## src/verilog/rmos_defs.svh

```systemverilog
/*
 Register offsets, field positions, reset values and timing counts of the
 run and motion output sequencer.
 Assumes a 25 MHz system clock and a 32-bit register bus with byte addresses.
*/
`ifndef RMOS_DEFS_SVH
`define RMOS_DEFS_SVH

// ----------------------------------------------------------------
// Register byte offsets
// ----------------------------------------------------------------
`define RMOS_OFS_CTRL 8'h00
`define RMOS_OFS_DAC 8'h04
`define RMOS_OFS_STATUS 8'h08
`define RMOS_OFS_POSITION 8'h0c

// ----------------------------------------------------------------
// Control register fields and reset values
// ----------------------------------------------------------------
`define RMOS_CTRL_JOB 0
`define RMOS_CTRL_ERR 1
`define RMOS_CTRL_LMS_RUN 2
`define RMOS_CTRL_FAST_SLOW 3
`define RMOS_CTRL_DAC_EN 4
`define RMOS_CTRL_RESET 5'h00
`define RMOS_DAC_RESET 16'h0000

// ----------------------------------------------------------------
// Machine type code fields
// ----------------------------------------------------------------
`define RMOS_TYPE_FEED_TO_STOP 0
`define RMOS_TYPE_TWO_SPEED 1
`define RMOS_TYPE_COAST_FIRE 2

// ----------------------------------------------------------------
// Bus answers and timing
// ----------------------------------------------------------------
`define RMOS_RESP_OKAY 2'h0
`define RMOS_RESP_SLVERR 2'h2
`define RMOS_CLK_HZ 25000000
`define RMOS_STILL_MS 100

`endif

```

## src/verilog/rmos_pkg.sv

```systemverilog
/*
 Types shared by the run and motion output sequencer and its bench.
 Assumes nothing beyond a SystemVerilog compiler.
*/
package rmos_pkg;

    typedef enum logic [2:0] {
        ST_HALT,
        ST_RUN_FAST,
        ST_RUN_SLOW,
        ST_JOG_FWD,
        ST_JOG_REV
    } rmos_state_type;

    // Contact inputs from machine wiring; 1 means the contact is closed.
    typedef struct packed {
        logic run_in;
        logic halt_in;
        logic estop_in;
        logic interlock_in;
        logic overload_in;
        logic jog_fwd_in;
        logic jog_rev_in;
        logic manual_crop_in;
        logic manual_press_in;
        logic count_in;
        logic dir_in;
    } rmos_pin_in_type;

    // Requests from the length logic, on the same clock.
    typedef struct packed {
        logic slow_zone;
        logic shear_target;
        logic press_target;
    } rmos_len_in_type;

    typedef struct packed {
        logic run_hold_relay;
        logic forward;
        logic fast;
        logic slow;
        logic reverse;
        logic shear_fire;
        logic press_fire;
    } rmos_pin_out_type;

endpackage

```

## src/verilog/rmos_sequencer.sv

```systemverilog
/*
 Run and motion output sequencer with an AXI4-Lite register slave.
 Assumes contact inputs and type switches are asynchronous, the length
 logic inputs share SYS_CLK, and the run contact is latched externally.
*/
// The address map and register access over AXI4-Lite were left to the implementer.
// Functional notes
// - Run starts only with job ready, no error and all conditions met.
// - Halt, controller error or emergency stop drop automatic run.
// - Open safety interlock forces the machine out of run.
// - Automatic run starts and stops from the external run contact.
// - Emergency stop or overload halts the line.
// - Automatic shear or press firing only while in run, or while coasting on coast-fire types.
// - Feed-to-stop types accept manual press only in halt.
// - Non-stop types accept manual crop while running.
// - Machine type code from switches chooses the sequencing.
// - Material movement is counted even during emergency stop.
// - Forward-controlled motion: forward and run outputs work independently.
// - Delay after cut drops forward after each cut; run stays on in forward-controlled motion only.
// - Some types keep firing on targets while the line coasts.
// - Run-controlled motion: run output drops at once on any halt.
// - Two-speed types follow the selected forward-slow or fast-slow scheme.
// - Single-speed types always use forward-slow.
// - Forward-slow: forward in runs and jog forward; reverse in jog reverse.
// - Forward-slow: slow off only in run fast; run only while running.
// - Fast-slow: fast only in run fast; slow in run slow and jogs.
// - Fast-slow: reverse in jog reverse, run while running, all off in halt.
`timescale 1ns/1ps
`include "rmos_defs.svh"

module rmos_sequencer #(
    parameter int STILL_CYCLES = `RMOS_STILL_MS * (`RMOS_CLK_HZ / 1000)
) (
    input wire logic SYS_CLK,
    input wire logic RST,
    input wire rmos_pkg::rmos_pin_in_type PIN_IN,
    input wire logic [3:0] TYPE_SW,
    input wire rmos_pkg::rmos_len_in_type LEN_IN,
    output rmos_pkg::rmos_pin_out_type PIN_OUT,
    output logic [2:0] STATE_OUT,
    input wire logic [7:0] S_AXI_AWADDR,
    input wire logic S_AXI_AWVALID,
    output logic S_AXI_AWREADY,
    input wire logic [31:0] S_AXI_WDATA,
    input wire logic [3:0] S_AXI_WSTRB,
    input wire logic S_AXI_WVALID,
    output logic S_AXI_WREADY,
    output logic [1:0] S_AXI_BRESP,
    output logic S_AXI_BVALID,
    input wire logic S_AXI_BREADY,
    input wire logic [7:0] S_AXI_ARADDR,
    input wire logic S_AXI_ARVALID,
    output logic S_AXI_ARREADY,
    output logic [31:0] S_AXI_RDATA,
    output logic [1:0] S_AXI_RRESP,
    output logic S_AXI_RVALID,
    input wire logic S_AXI_RREADY
);
    import rmos_pkg::*;

    typedef struct packed {
        rmos_pin_in_type s1;
        rmos_pin_in_type s2;
        logic cnt_d;
        logic [3:0] type1;
        logic [3:0] type2;
        rmos_state_type state;
        logic coast;
        logic [21:0] still_cnt;
        logic dac_hold;
        logic [15:0] dac_cnt;
        logic crop_d;
        logic press_d;
        rmos_pin_out_type pins;
        logic [4:0] ctrl;
        logic [15:0] dac_cycles;
        logic [31:0] position;
        logic aw_got;
        logic [7:0] aw_addr;
        logic w_got;
        logic [31:0] w_data;
        logic [3:0] w_strb;
        logic bvalid;
        logic [1:0] bresp;
        logic rvalid;
        logic [31:0] rdata;
        logic [1:0] rresp;
    } rmos_reg_type;

    localparam logic [21:0] STILL_LAST = 22'(STILL_CYCLES - 1);

    rmos_reg_type r_reg;
    rmos_reg_type r_next;

    function automatic logic [31:0] merge(input logic [31:0] old, input logic [31:0] data, input logic [3:0] strb);
        logic [31:0] res;
        res = old;
        for (int i = 0; i < 4; i++) begin
            if (strb[i]) begin
                res[i*8 +: 8] = data[i*8 +: 8];
            end
        end
        return res;
    endfunction

    always_comb begin
        logic stop_cond;
        logic running;
        logic feed_to_stop;
        logic two_speed;
        logic fast_slow;
        logic lms_run;
        logic cnt_edge;
        logic crop_edge;
        logic press_edge;
        logic auto_ok;
        logic [31:0] ctrl_word;
        logic [7:0] waddr;
        logic [31:0] wdata;
        logic [3:0] wstrb;
        r_next = r_reg;
        stop_cond = 1'b0;
        running = 1'b0;
        feed_to_stop = 1'b0;
        two_speed = 1'b0;
        fast_slow = 1'b0;
        lms_run = 1'b0;
        cnt_edge = 1'b0;
        crop_edge = 1'b0;
        press_edge = 1'b0;
        auto_ok = 1'b0;
        ctrl_word = 32'h0;
        waddr = 8'h0;
        wdata = 32'h0;
        wstrb = 4'h0;

        // ----------------------------------------------------------------
        // Input synchronisers
        // ----------------------------------------------------------------
        r_next.s1 = PIN_IN;
        r_next.s2 = r_reg.s1;
        r_next.type1 = TYPE_SW;
        r_next.type2 = r_reg.type1;
        r_next.cnt_d = r_reg.s2.count_in;
        r_next.crop_d = r_reg.s2.manual_crop_in;
        r_next.press_d = r_reg.s2.manual_press_in;
        cnt_edge = r_reg.s2.count_in & ~r_reg.cnt_d;
        crop_edge = r_reg.s2.manual_crop_in & ~r_reg.crop_d;
        press_edge = r_reg.s2.manual_press_in & ~r_reg.press_d;

        feed_to_stop = r_reg.type2[`RMOS_TYPE_FEED_TO_STOP];
        two_speed = r_reg.type2[`RMOS_TYPE_TWO_SPEED];
        fast_slow = two_speed & r_reg.ctrl[`RMOS_CTRL_FAST_SLOW];
        lms_run = r_reg.ctrl[`RMOS_CTRL_LMS_RUN];

        // ----------------------------------------------------------------
        // Material position
        // ----------------------------------------------------------------
        // count always
        if (cnt_edge) begin
            if (r_reg.s2.dir_in) begin
                r_next.position = r_reg.position - 32'h1;
            end else begin
                r_next.position = r_reg.position + 32'h1;
            end
        end

        // ----------------------------------------------------------------
        // Machine state
        // ----------------------------------------------------------------
        // stop causes
        stop_cond = r_reg.s2.halt_in | r_reg.ctrl[`RMOS_CTRL_ERR] | r_reg.s2.estop_in | ~r_reg.s2.interlock_in
            | r_reg.s2.overload_in;
        case (r_reg.state)
            ST_HALT: begin
                if (r_reg.s2.run_in && r_reg.ctrl[`RMOS_CTRL_JOB] && !stop_cond) begin
                    r_next.state = LEN_IN.slow_zone ? ST_RUN_SLOW : ST_RUN_FAST;
                end else if (!stop_cond && r_reg.s2.jog_fwd_in && !r_reg.s2.jog_rev_in) begin
                    r_next.state = ST_JOG_FWD;
                end else if (!stop_cond && r_reg.s2.jog_rev_in && !r_reg.s2.jog_fwd_in) begin
                    r_next.state = ST_JOG_REV;
                end
            end
            ST_RUN_FAST, ST_RUN_SLOW: begin
                if (stop_cond || !r_reg.s2.run_in) begin
                    r_next.state = ST_HALT;
                end else begin
                    r_next.state = LEN_IN.slow_zone ? ST_RUN_SLOW : ST_RUN_FAST;
                end
            end
            ST_JOG_FWD: begin
                if (stop_cond || !r_reg.s2.jog_fwd_in || r_reg.s2.jog_rev_in) begin
                    r_next.state = ST_HALT;
                end
            end
            ST_JOG_REV: begin
                if (stop_cond || !r_reg.s2.jog_rev_in || r_reg.s2.jog_fwd_in) begin
                    r_next.state = ST_HALT;
                end
            end
            default: begin
                r_next.state = ST_HALT;
            end
        endcase
        running = (r_next.state == ST_RUN_FAST) || (r_next.state == ST_RUN_SLOW);

        if (running) begin
            r_next.coast = 1'b0;
        end else if ((r_reg.state == ST_RUN_FAST || r_reg.state == ST_RUN_SLOW)
            && r_reg.type2[`RMOS_TYPE_COAST_FIRE]) begin
            r_next.coast = 1'b1;
            r_next.still_cnt = 22'h0;
        end else if (r_reg.coast) begin
            if (cnt_edge) begin
                r_next.still_cnt = 22'h0;
            end else if (r_reg.still_cnt >= STILL_LAST) begin
                r_next.coast = 1'b0;
            end else begin
                r_next.still_cnt = r_reg.still_cnt + 22'h1;
            end
        end

        // ----------------------------------------------------------------
        // Firing
        // ----------------------------------------------------------------
        // auto firing
        auto_ok = running || r_next.coast;
        r_next.pins.shear_fire = auto_ok & LEN_IN.shear_target;
        r_next.pins.press_fire = auto_ok & LEN_IN.press_target;
        if (crop_edge && (!feed_to_stop || r_next.state == ST_HALT)) begin
            r_next.pins.shear_fire = 1'b1;
        end
        if (press_edge && (!feed_to_stop || r_next.state == ST_HALT)) begin
            r_next.pins.press_fire = 1'b1;
        end

        if (!running) begin
            r_next.dac_hold = 1'b0;
        end else if (r_reg.ctrl[`RMOS_CTRL_DAC_EN] && r_next.pins.shear_fire) begin
            r_next.dac_hold = 1'b1;
            r_next.dac_cnt = r_reg.dac_cycles;
        end else if (r_reg.dac_hold) begin
            if (r_reg.dac_cnt == 16'h0) begin
                r_next.dac_hold = 1'b0;
            end else begin
                r_next.dac_cnt = r_reg.dac_cnt - 16'h1;
            end
        end

        // ----------------------------------------------------------------
        // Motion outputs
        // ----------------------------------------------------------------
        r_next.pins.reverse = (r_next.state == ST_JOG_REV);
        if (fast_slow) begin
            r_next.pins.forward = 1'b0;
            r_next.pins.fast = (r_next.state == ST_RUN_FAST) && !r_next.dac_hold;
            r_next.pins.slow = ((r_next.state == ST_RUN_SLOW) && !r_next.dac_hold) || (r_next.state == ST_JOG_FWD)
                || (r_next.state == ST_JOG_REV);
        end else begin
            r_next.pins.forward = ((running && !r_next.dac_hold) || (r_next.state == ST_JOG_FWD));
            r_next.pins.fast = 1'b0;
            r_next.pins.slow = (r_next.state != ST_RUN_FAST);
        end
        r_next.pins.run_hold_relay = lms_run ? (running && !r_next.dac_hold) : running;

        // ----------------------------------------------------------------
        // Register bus
        // ----------------------------------------------------------------
        if (S_AXI_AWVALID && !r_reg.aw_got && !r_reg.bvalid) begin
            r_next.aw_got = 1'b1;
            r_next.aw_addr = S_AXI_AWADDR;
        end
        if (S_AXI_WVALID && !r_reg.w_got && !r_reg.bvalid) begin
            r_next.w_got = 1'b1;
            r_next.w_data = S_AXI_WDATA;
            r_next.w_strb = S_AXI_WSTRB;
        end
        if (r_reg.aw_got && r_reg.w_got) begin
            waddr = r_reg.aw_addr;
            wdata = r_reg.w_data;
            wstrb = r_reg.w_strb;
            r_next.aw_got = 1'b0;
            r_next.w_got = 1'b0;
            r_next.bvalid = 1'b1;
            r_next.bresp = `RMOS_RESP_OKAY;
            if (waddr == `RMOS_OFS_CTRL) begin
                ctrl_word = merge({27'h0, r_reg.ctrl}, wdata, wstrb);
                r_next.ctrl = ctrl_word[4:0];
            end else if (waddr == `RMOS_OFS_DAC) begin
                ctrl_word = merge({16'h0, r_reg.dac_cycles}, wdata, wstrb);
                r_next.dac_cycles = ctrl_word[15:0];
            end else if (waddr == `RMOS_OFS_STATUS || waddr == `RMOS_OFS_POSITION) begin
                r_next.bresp = `RMOS_RESP_OKAY;
            end else begin
                r_next.bresp = `RMOS_RESP_SLVERR;
            end
        end else if (r_reg.bvalid && S_AXI_BREADY) begin
            r_next.bvalid = 1'b0;
        end

        if (S_AXI_ARVALID && !r_reg.rvalid) begin
            r_next.rvalid = 1'b1;
            r_next.rresp = `RMOS_RESP_OKAY;
            if (S_AXI_ARADDR == `RMOS_OFS_CTRL) begin
                r_next.rdata = {27'h0, r_reg.ctrl};
            end else if (S_AXI_ARADDR == `RMOS_OFS_DAC) begin
                r_next.rdata = {16'h0, r_reg.dac_cycles};
            end else if (S_AXI_ARADDR == `RMOS_OFS_STATUS) begin
                r_next.rdata = {12'h0, r_reg.type2, 3'h0, r_reg.coast, r_reg.dac_hold, r_reg.pins, 1'b0,
                    r_reg.state};
            end else if (S_AXI_ARADDR == `RMOS_OFS_POSITION) begin
                r_next.rdata = r_reg.position;
            end else begin
                r_next.rdata = 32'h0;
                r_next.rresp = `RMOS_RESP_SLVERR;
            end
        end else if (r_reg.rvalid && S_AXI_RREADY) begin
            r_next.rvalid = 1'b0;
        end
    end

    always_ff @(posedge SYS_CLK) begin
        if (RST) begin
            r_reg <= '0;
            r_reg.state <= ST_HALT;
            r_reg.ctrl <= `RMOS_CTRL_RESET;
            r_reg.dac_cycles <= `RMOS_DAC_RESET;
        end else begin
            r_reg <= r_next;
        end
    end

    // ----------------------------------------------------------------
    // Port drive
    // ----------------------------------------------------------------
    assign PIN_OUT = r_reg.pins;
    assign STATE_OUT = r_reg.state;
    assign S_AXI_AWREADY = !r_reg.aw_got && !r_reg.bvalid;
    assign S_AXI_WREADY = !r_reg.w_got && !r_reg.bvalid;
    assign S_AXI_BVALID = r_reg.bvalid;
    assign S_AXI_BRESP = r_reg.bresp;
    assign S_AXI_ARREADY = !r_reg.rvalid;
    assign S_AXI_RVALID = r_reg.rvalid;
    assign S_AXI_RDATA = r_reg.rdata;
    assign S_AXI_RRESP = r_reg.rresp;

endmodule

```

## config.mk

```make
export PLATFORM = sky130hd
export DESIGN_NAME = rmos_sequencer
export DESIGN_NICKNAME = d
export VERILOG_FILES = /design/src/verilog/rmos_pkg.sv /design/src/verilog/rmos_sequencer.sv
export VERILOG_INCLUDE_DIRS = /design/src /design/src/verilog
export SDC_FILE = /design/constraint.sdc
export NUM_CORES = 1
export LEC_CHECK = 0
export BUFFER_PORTS_ARGS = -buffer_cell sky130_fd_sc_hd__buf_2
export CORE_MARGIN = 5
export CORE_UTILIZATION = 50
export CTS_BUF_LIST = sky130_fd_sc_hd__clkbuf_2 sky130_fd_sc_hd__clkbuf_4 sky130_fd_sc_hd__clkbuf_8
export DETAILED_ROUTE_END_ITERATION = 8
export GPL_TIMING_DRIVEN = 1
export PLACE_DENSITY = 0.71
export REMOVE_ABC_BUFFERS = 1
export SYNTH_ARGS = -nofsm -noshare
export SYNTH_HDL_FRONTEND = slang
export SYNTH_SLANG_ARGS = --single-unit
```

## constraint.sdc

```tcl
create_clock -name SYS_CLK -period 4.2 [get_ports SYS_CLK]
set_input_delay 0.21 -clock SYS_CLK [delete_from_list [all_inputs] [get_ports SYS_CLK]]
set_output_delay 0.21 -clock SYS_CLK [all_outputs]
set_load 0.05 [all_outputs]
```

# Word level (Yosys, flattened, before mapping)
# Cells that the tools add are included.
[classes]
n_reduce_logical = 64
n_addsub = 4
mux = 40
n_eq_ne = 17
bitwise = 17
order_cmp = 1
[ops]
columns = ["operator", "count"]
rows = [
  ["2-to-1 mux 32 bit", 5],
  ["2-to-1 mux 23 bit", 2],
  ["2-to-1 mux 22 bit", 2],
  ["2-to-1 mux 17 bit", 2],
  ["adder 32 x 1 -> 32 bit, second input constant", 1],
  ["equality test 8 x 4 -> 1 bit, second input constant", 4],
  ["subtractor 32 x 1 -> 32 bit, second input constant", 1],
  ["logical AND 1 bit", 23],
  ["adder 22 x 1 -> 22 bit, second input constant", 1],
  ["greater-or-equal comparator 22 bit, second input constant", 1],
  ["2-to-1 mux 2 bit", 9],
  ["equality test 8 x 3 -> 1 bit, second input constant", 2],
  ["logical NOT 16 bit", 1],
  ["logical NOT 8 bit", 2],
  ["2-to-1 mux 16 bit", 1],
  ["subtractor 16 x 1 -> 16 bit, second input constant", 1],
  ["2-to-1 mux 3 bit", 5],
  ["logical OR 1 bit", 13],
  ["2-to-1 mux 1 bit", 13],
  ["equality test 3 x 2 -> 1 bit, second input constant", 4],
  ["one-hot mux 3 bit (4 select lines)", 1],
  ["logical NOT 1 bit", 10],
  ["AND reduction 3 bit", 3],
  ["AND reduction 4 bit", 2],
  ["11 further kinds", 34],
]
[word_totals]
regBits = 202
out_inout_bits = 51

# Logic depth before layout (Yosys ltp)
[logic_depth]
word_depth = 25
ltp_mapped = 11
depth_no_buf = 11

# Worst setup path before layout
# OpenSTA, ideal clock, no wires.
[synth_timing]
kind = "reg-to-reg"
startpoint = "reg r_reg[198] in the netlist's numbering"
endpoint = "reg r_reg[112] in the netlist's numbering"
required_ns = 4.138
arrival_ns = 3.224
slack_ns = 0.914
stages_incl_launch_ff = 12
synth_period_minus_slack_ns = 3.286
setup_time_ns = 0.062
cell_sequence = "dfxtp_1 -> inv_1 -> fa_1 -> nor2b_1 -> o31ai_1 -> a22o_1 -> o221ai_2 -> a21oi_1 -> o21ai_1 -> a21oi_1 -> or4_1 -> nand3_1"
[synth_between]
elab_chain_len = 1
[synth_lines]
columns = ["element", "line_no", "rtl"]
rows = [
  ["from (decl)", "rmos_sequencer.sv:92", "rmos_reg_type r_reg;"],
  ["from (signal assigned)", "rmos_sequencer.sv:329", "r_reg <= r_next;"],
  ["2-to-1 mux 32 bit", "rmos_sequencer.sv:161", "if (r_reg.s2.dir_in) begin"],
]
# Every way passes these cells.
# A chain may end at the register's enable or synchronous reset.

# Worst setup path after layout
# Same ends and word-level chain as after synthesis.

==> flow_summary.ini <==
[outcome]
run_status = complete, no violations

[floorplanning]
fp.coreArea_um2 = 19500
die_width_um = 151
initial_utilization = 0.508
die-area_um2 = 22700
die_h_um = 151
ios = 128
fp-row-count = 51

[sta]
worst_slew_margin_rel = 0.412
clock-skew-final_ps = 15.7
finalHoldViolCount = 0
fin_setup_tns_ps = 0
tightest_slew_ps = 880
timing.final.setup_violations = 0
top_achievable_clock_speed_mhz = 314
period_share = 0.757
min_period_ps = 3180
setup_repair_after_global_routing_missed_its_margin = no
final_max_slew_viol_count = 0

[logic_synthesis]
async_reset_ff_frac = 0
yosys.area_share.xor_xnor = 0.0381
synth_flop_cell = sky130_fd_sc_hd__dfxtp_1
synth.yosys.warnings = 0
fraction_of_the_mapped_netlist_area_in_compound_gates = 0.190
post_syn_instances = 1218
synth_simple_gate_area_share = 0.233
syn_avg_cell_area_um2 = 8.11
synth_adder_area_share = 0.0426
yosysUniqueCellTypes = 79
yosys_register_bits = 200
portion_of_netlist_area_occupied_by_mux_cells = 0.0205
synth_top_family_by_area = simple AND/OR/NAND/NOR gates
ys_seq_area_frac = 0.405
synth-edff-count = 0
netlist_area_before_placement_um2 = 9880

[worst_setup_path]
critPathMaxStageDelay_ps = 470
crit_family = compound AO/OA/AOI/OAI gates
crit_buf_inv = 1
crit_cells = 11
cpMaxStageDelayCell = sky130_fd_sc_hd__or4_1
worst_ep_arrival_time_ps = 3610
path_cells = buf_4 > ha_1 > nor2b_1 > o31ai_1 > a22o_1 > o221ai_2 > a21oi_1 > o21ai_1 > a21oi_1 > or4_1 > nand3_1
capturing_element_type_of_the_critical_path = register
timing.critical_path.fanout_max = 31
rr_worst_depth = 11
crit_required_ps = 4630
critical_path.startpoint = r_reg[198]$_SDFF_PP0_
timing.setup.critical_path_class = register to register
critical-path-top-cell-by-count = sky130_fd_sc_hd__a21oi_1
reg2reg_slack_ps = 1020
cp-start-kind = register
r2r-end = r_reg[112]$_SDFFE_PP0P_
reg2reg_from = r_reg[198]$_SDFF_PP0_

[clocking]
clockRootBuffer = sky130_fd_sc_hd__clkbuf_8
cts_buffers = 17
clock_input_transition_at_the_sequential_cells_of_the_worst_setup_and_hold_paths_ps = 110
tritoncts = done
ctsResizeCount = 0
cts_hold_buf = 45
cts_sinks = 200
postCtsSetupRepairBufs = 0
clock_latency_ps = 480
ctsLongestPathBuffers = 2
h-tree-depth = 4

[global_route]
antenna_found_initial = 0
grt_first_pass_wirelength_mm = 39.0
overall_routing_resource_usage = 0.212
grt_use_met2 = 0.350
grt_busiest_layer = met2
grt_start_max_net_pins = 68
global_route.usage.met1 = 0.281
grt_pass1_vias = 8052
grt.overflow.total = 0
globalRouteMet3Util = 0.0382

[power]
portion_of_total_power_attributed_to_the_clock_network = 0.352
powerDensity_nw_per_um2 = 318
internal_power_w = 0.00253
seqPwrFrac = 0.558
netSwitchingFraction = 0.281
finalPower_w = 0.00352
p_leak_nw = 4.51
ir_drop_uv = 180
combinationalPowerShare = 0.090
p_switching_w = 0.000988

[hold_path]
min_path_cells = 2
min_to = S_AXI_RDATA[10]$_SDFFE_PP0P_
worst_hold_startpoint = RST
holdCritPathClass = primary input to register

[finish]
most_frequent_cells_in_the_layout = sky130_fd_sc_hd__dfxtp_1 (200), sky130_fd_sc_hd__nand2_1 (183), sky130_fd_sc_hd__a21oi_1 (133)
final_cell_area_um2 = 11100
syn_to_final_growth_pct = 12.2
finish.utilization = 0.570
n_antenna_cell = 0
most_common_cell_after_layout_fill_and_taps_aside = sky130_fd_sc_hd__dfxtp_1
drive_above_1_share = 0.131
finalNetCount = 1406
largest_register_ff_count = 136

[detailed_routing]
wire_per_inst_um = 15.1
detail_route.iter0.violations = 670
via_count = 8632
detail-route-antenna-nets = 0
drt_pass1_iterations = 5
route.detailed.vias_per_inst = 5.48
drt-total-wl_mm = 23.8
route.detailed.drc = 0

[place]
place.detailed.hpwl_mm = 16.4
gp_routability_congestion = 0.899
placedInstanceArea_um2 = 10200
io_buffers = 107

[flow_run]
cap_viol_max_count = 0
==> per-layer routing <==
metal  part of all wire  up-vias
met5                  0        -
met4              0.026        0
met3              0.050       44
met2               0.46      230
met1               0.46     3994
li1                   -     4364
==> cells by family (layout without fill, tap and decap cells) <==
logic type               Yosys count  count (layout)
flip-flops                       200             200
adder cells (fa/ha/maj)           33              33
buffers and inverters            128             218
XOR/XNOR                          43              43
AND/OR/NAND/NOR                  495             495
multiplexers                      19              19
other                              1               2
AO/OA/AOI/OAI                    299             299
==> Yosys cell counts (all sizes together), types with 7 or more instances <==
cell | number | share of area
dfxtp | 200 | 0.41
nand2 | 185 | 0.071
a21oi | 136 | 0.070
nor2 | 122 | 0.046
buf | 61 | 0.044
nand3 | 55 | 0.028
o21ai | 52 | 0.027
clkbuf | 43 | 0.016
nor2b | 38 | 0.024
ha | 32 | 0.041
xor2 | 29 | 0.026
inv | 22 | 0.0084
nor3 | 19 | 0.011
a31oi | 18 | 0.011
a22oi | 15 | 0.011
mux2i | 15 | 0.015
nand2b | 14 | 0.0089
xnor2 | 14 | 0.012
a21o | 13 | 0.0099
and3 | 12 | 0.0076
or3 | 10 | 0.0068
a211oi | 9 | 0.0068
nor4 | 9 | 0.0057
o21bai | 7 | 0.0065
==> power by group through the flow <==
stage                     clock network, W  logic [W]  registers (W)
after floorplan                          0   0.000155        0.00202
after global placement                   0   0.000278        0.00201
after detailed placement                 0   0.000282        0.00201
after CTS                          0.00128   0.000315        0.00197
after global routing               0.00135   0.000348        0.00197
final                              0.00124   0.000316        0.00197
==> area by class of cell <==
| cell class | instances | area, um^2 |
|---|---|---|
| inverters | 24 | 90.1 |
| clock buffers | 19 | 255 |
| repair buffers | 162 | 1060 |
| well taps | 265 | 332 |
| flip-flops and latches | 200 | 4000 |
| fillers | 1801 | 8380 |
| clock inverters | 13 | 151 |
| multi-input cells | 891 | 5190 |
==> per-stage QoR <==
step	hold WS, ps	setup slack (ps)	instances
after floorplan	279	912	1115
after global placement	399	1120	1497
after detailed placement	400	1060	1497
after CTS	139	1040	1574
after global routing	160	763	1574
final	167	1020	1574
==> how the worst max path moves through the flow <==
stage | endpoint | slack, ps
after detailed placement | r_reg[112]$_SDFFE_PP0P_ | 1060
final | r_reg[112]$_SDFFE_PP0P_ | 1020
after global placement | r_reg[112]$_SDFFE_PP0P_ | 1120
after global routing | r_reg[114]$_SDFFE_PP0P_ | 760
after CTS | r_reg[112]$_SDFFE_PP0P_ | 1040
after floorplan | r_reg[112]$_SDFFE_PP0P_ | 910
No activity file was read; power rests on OpenSTA's default activity.
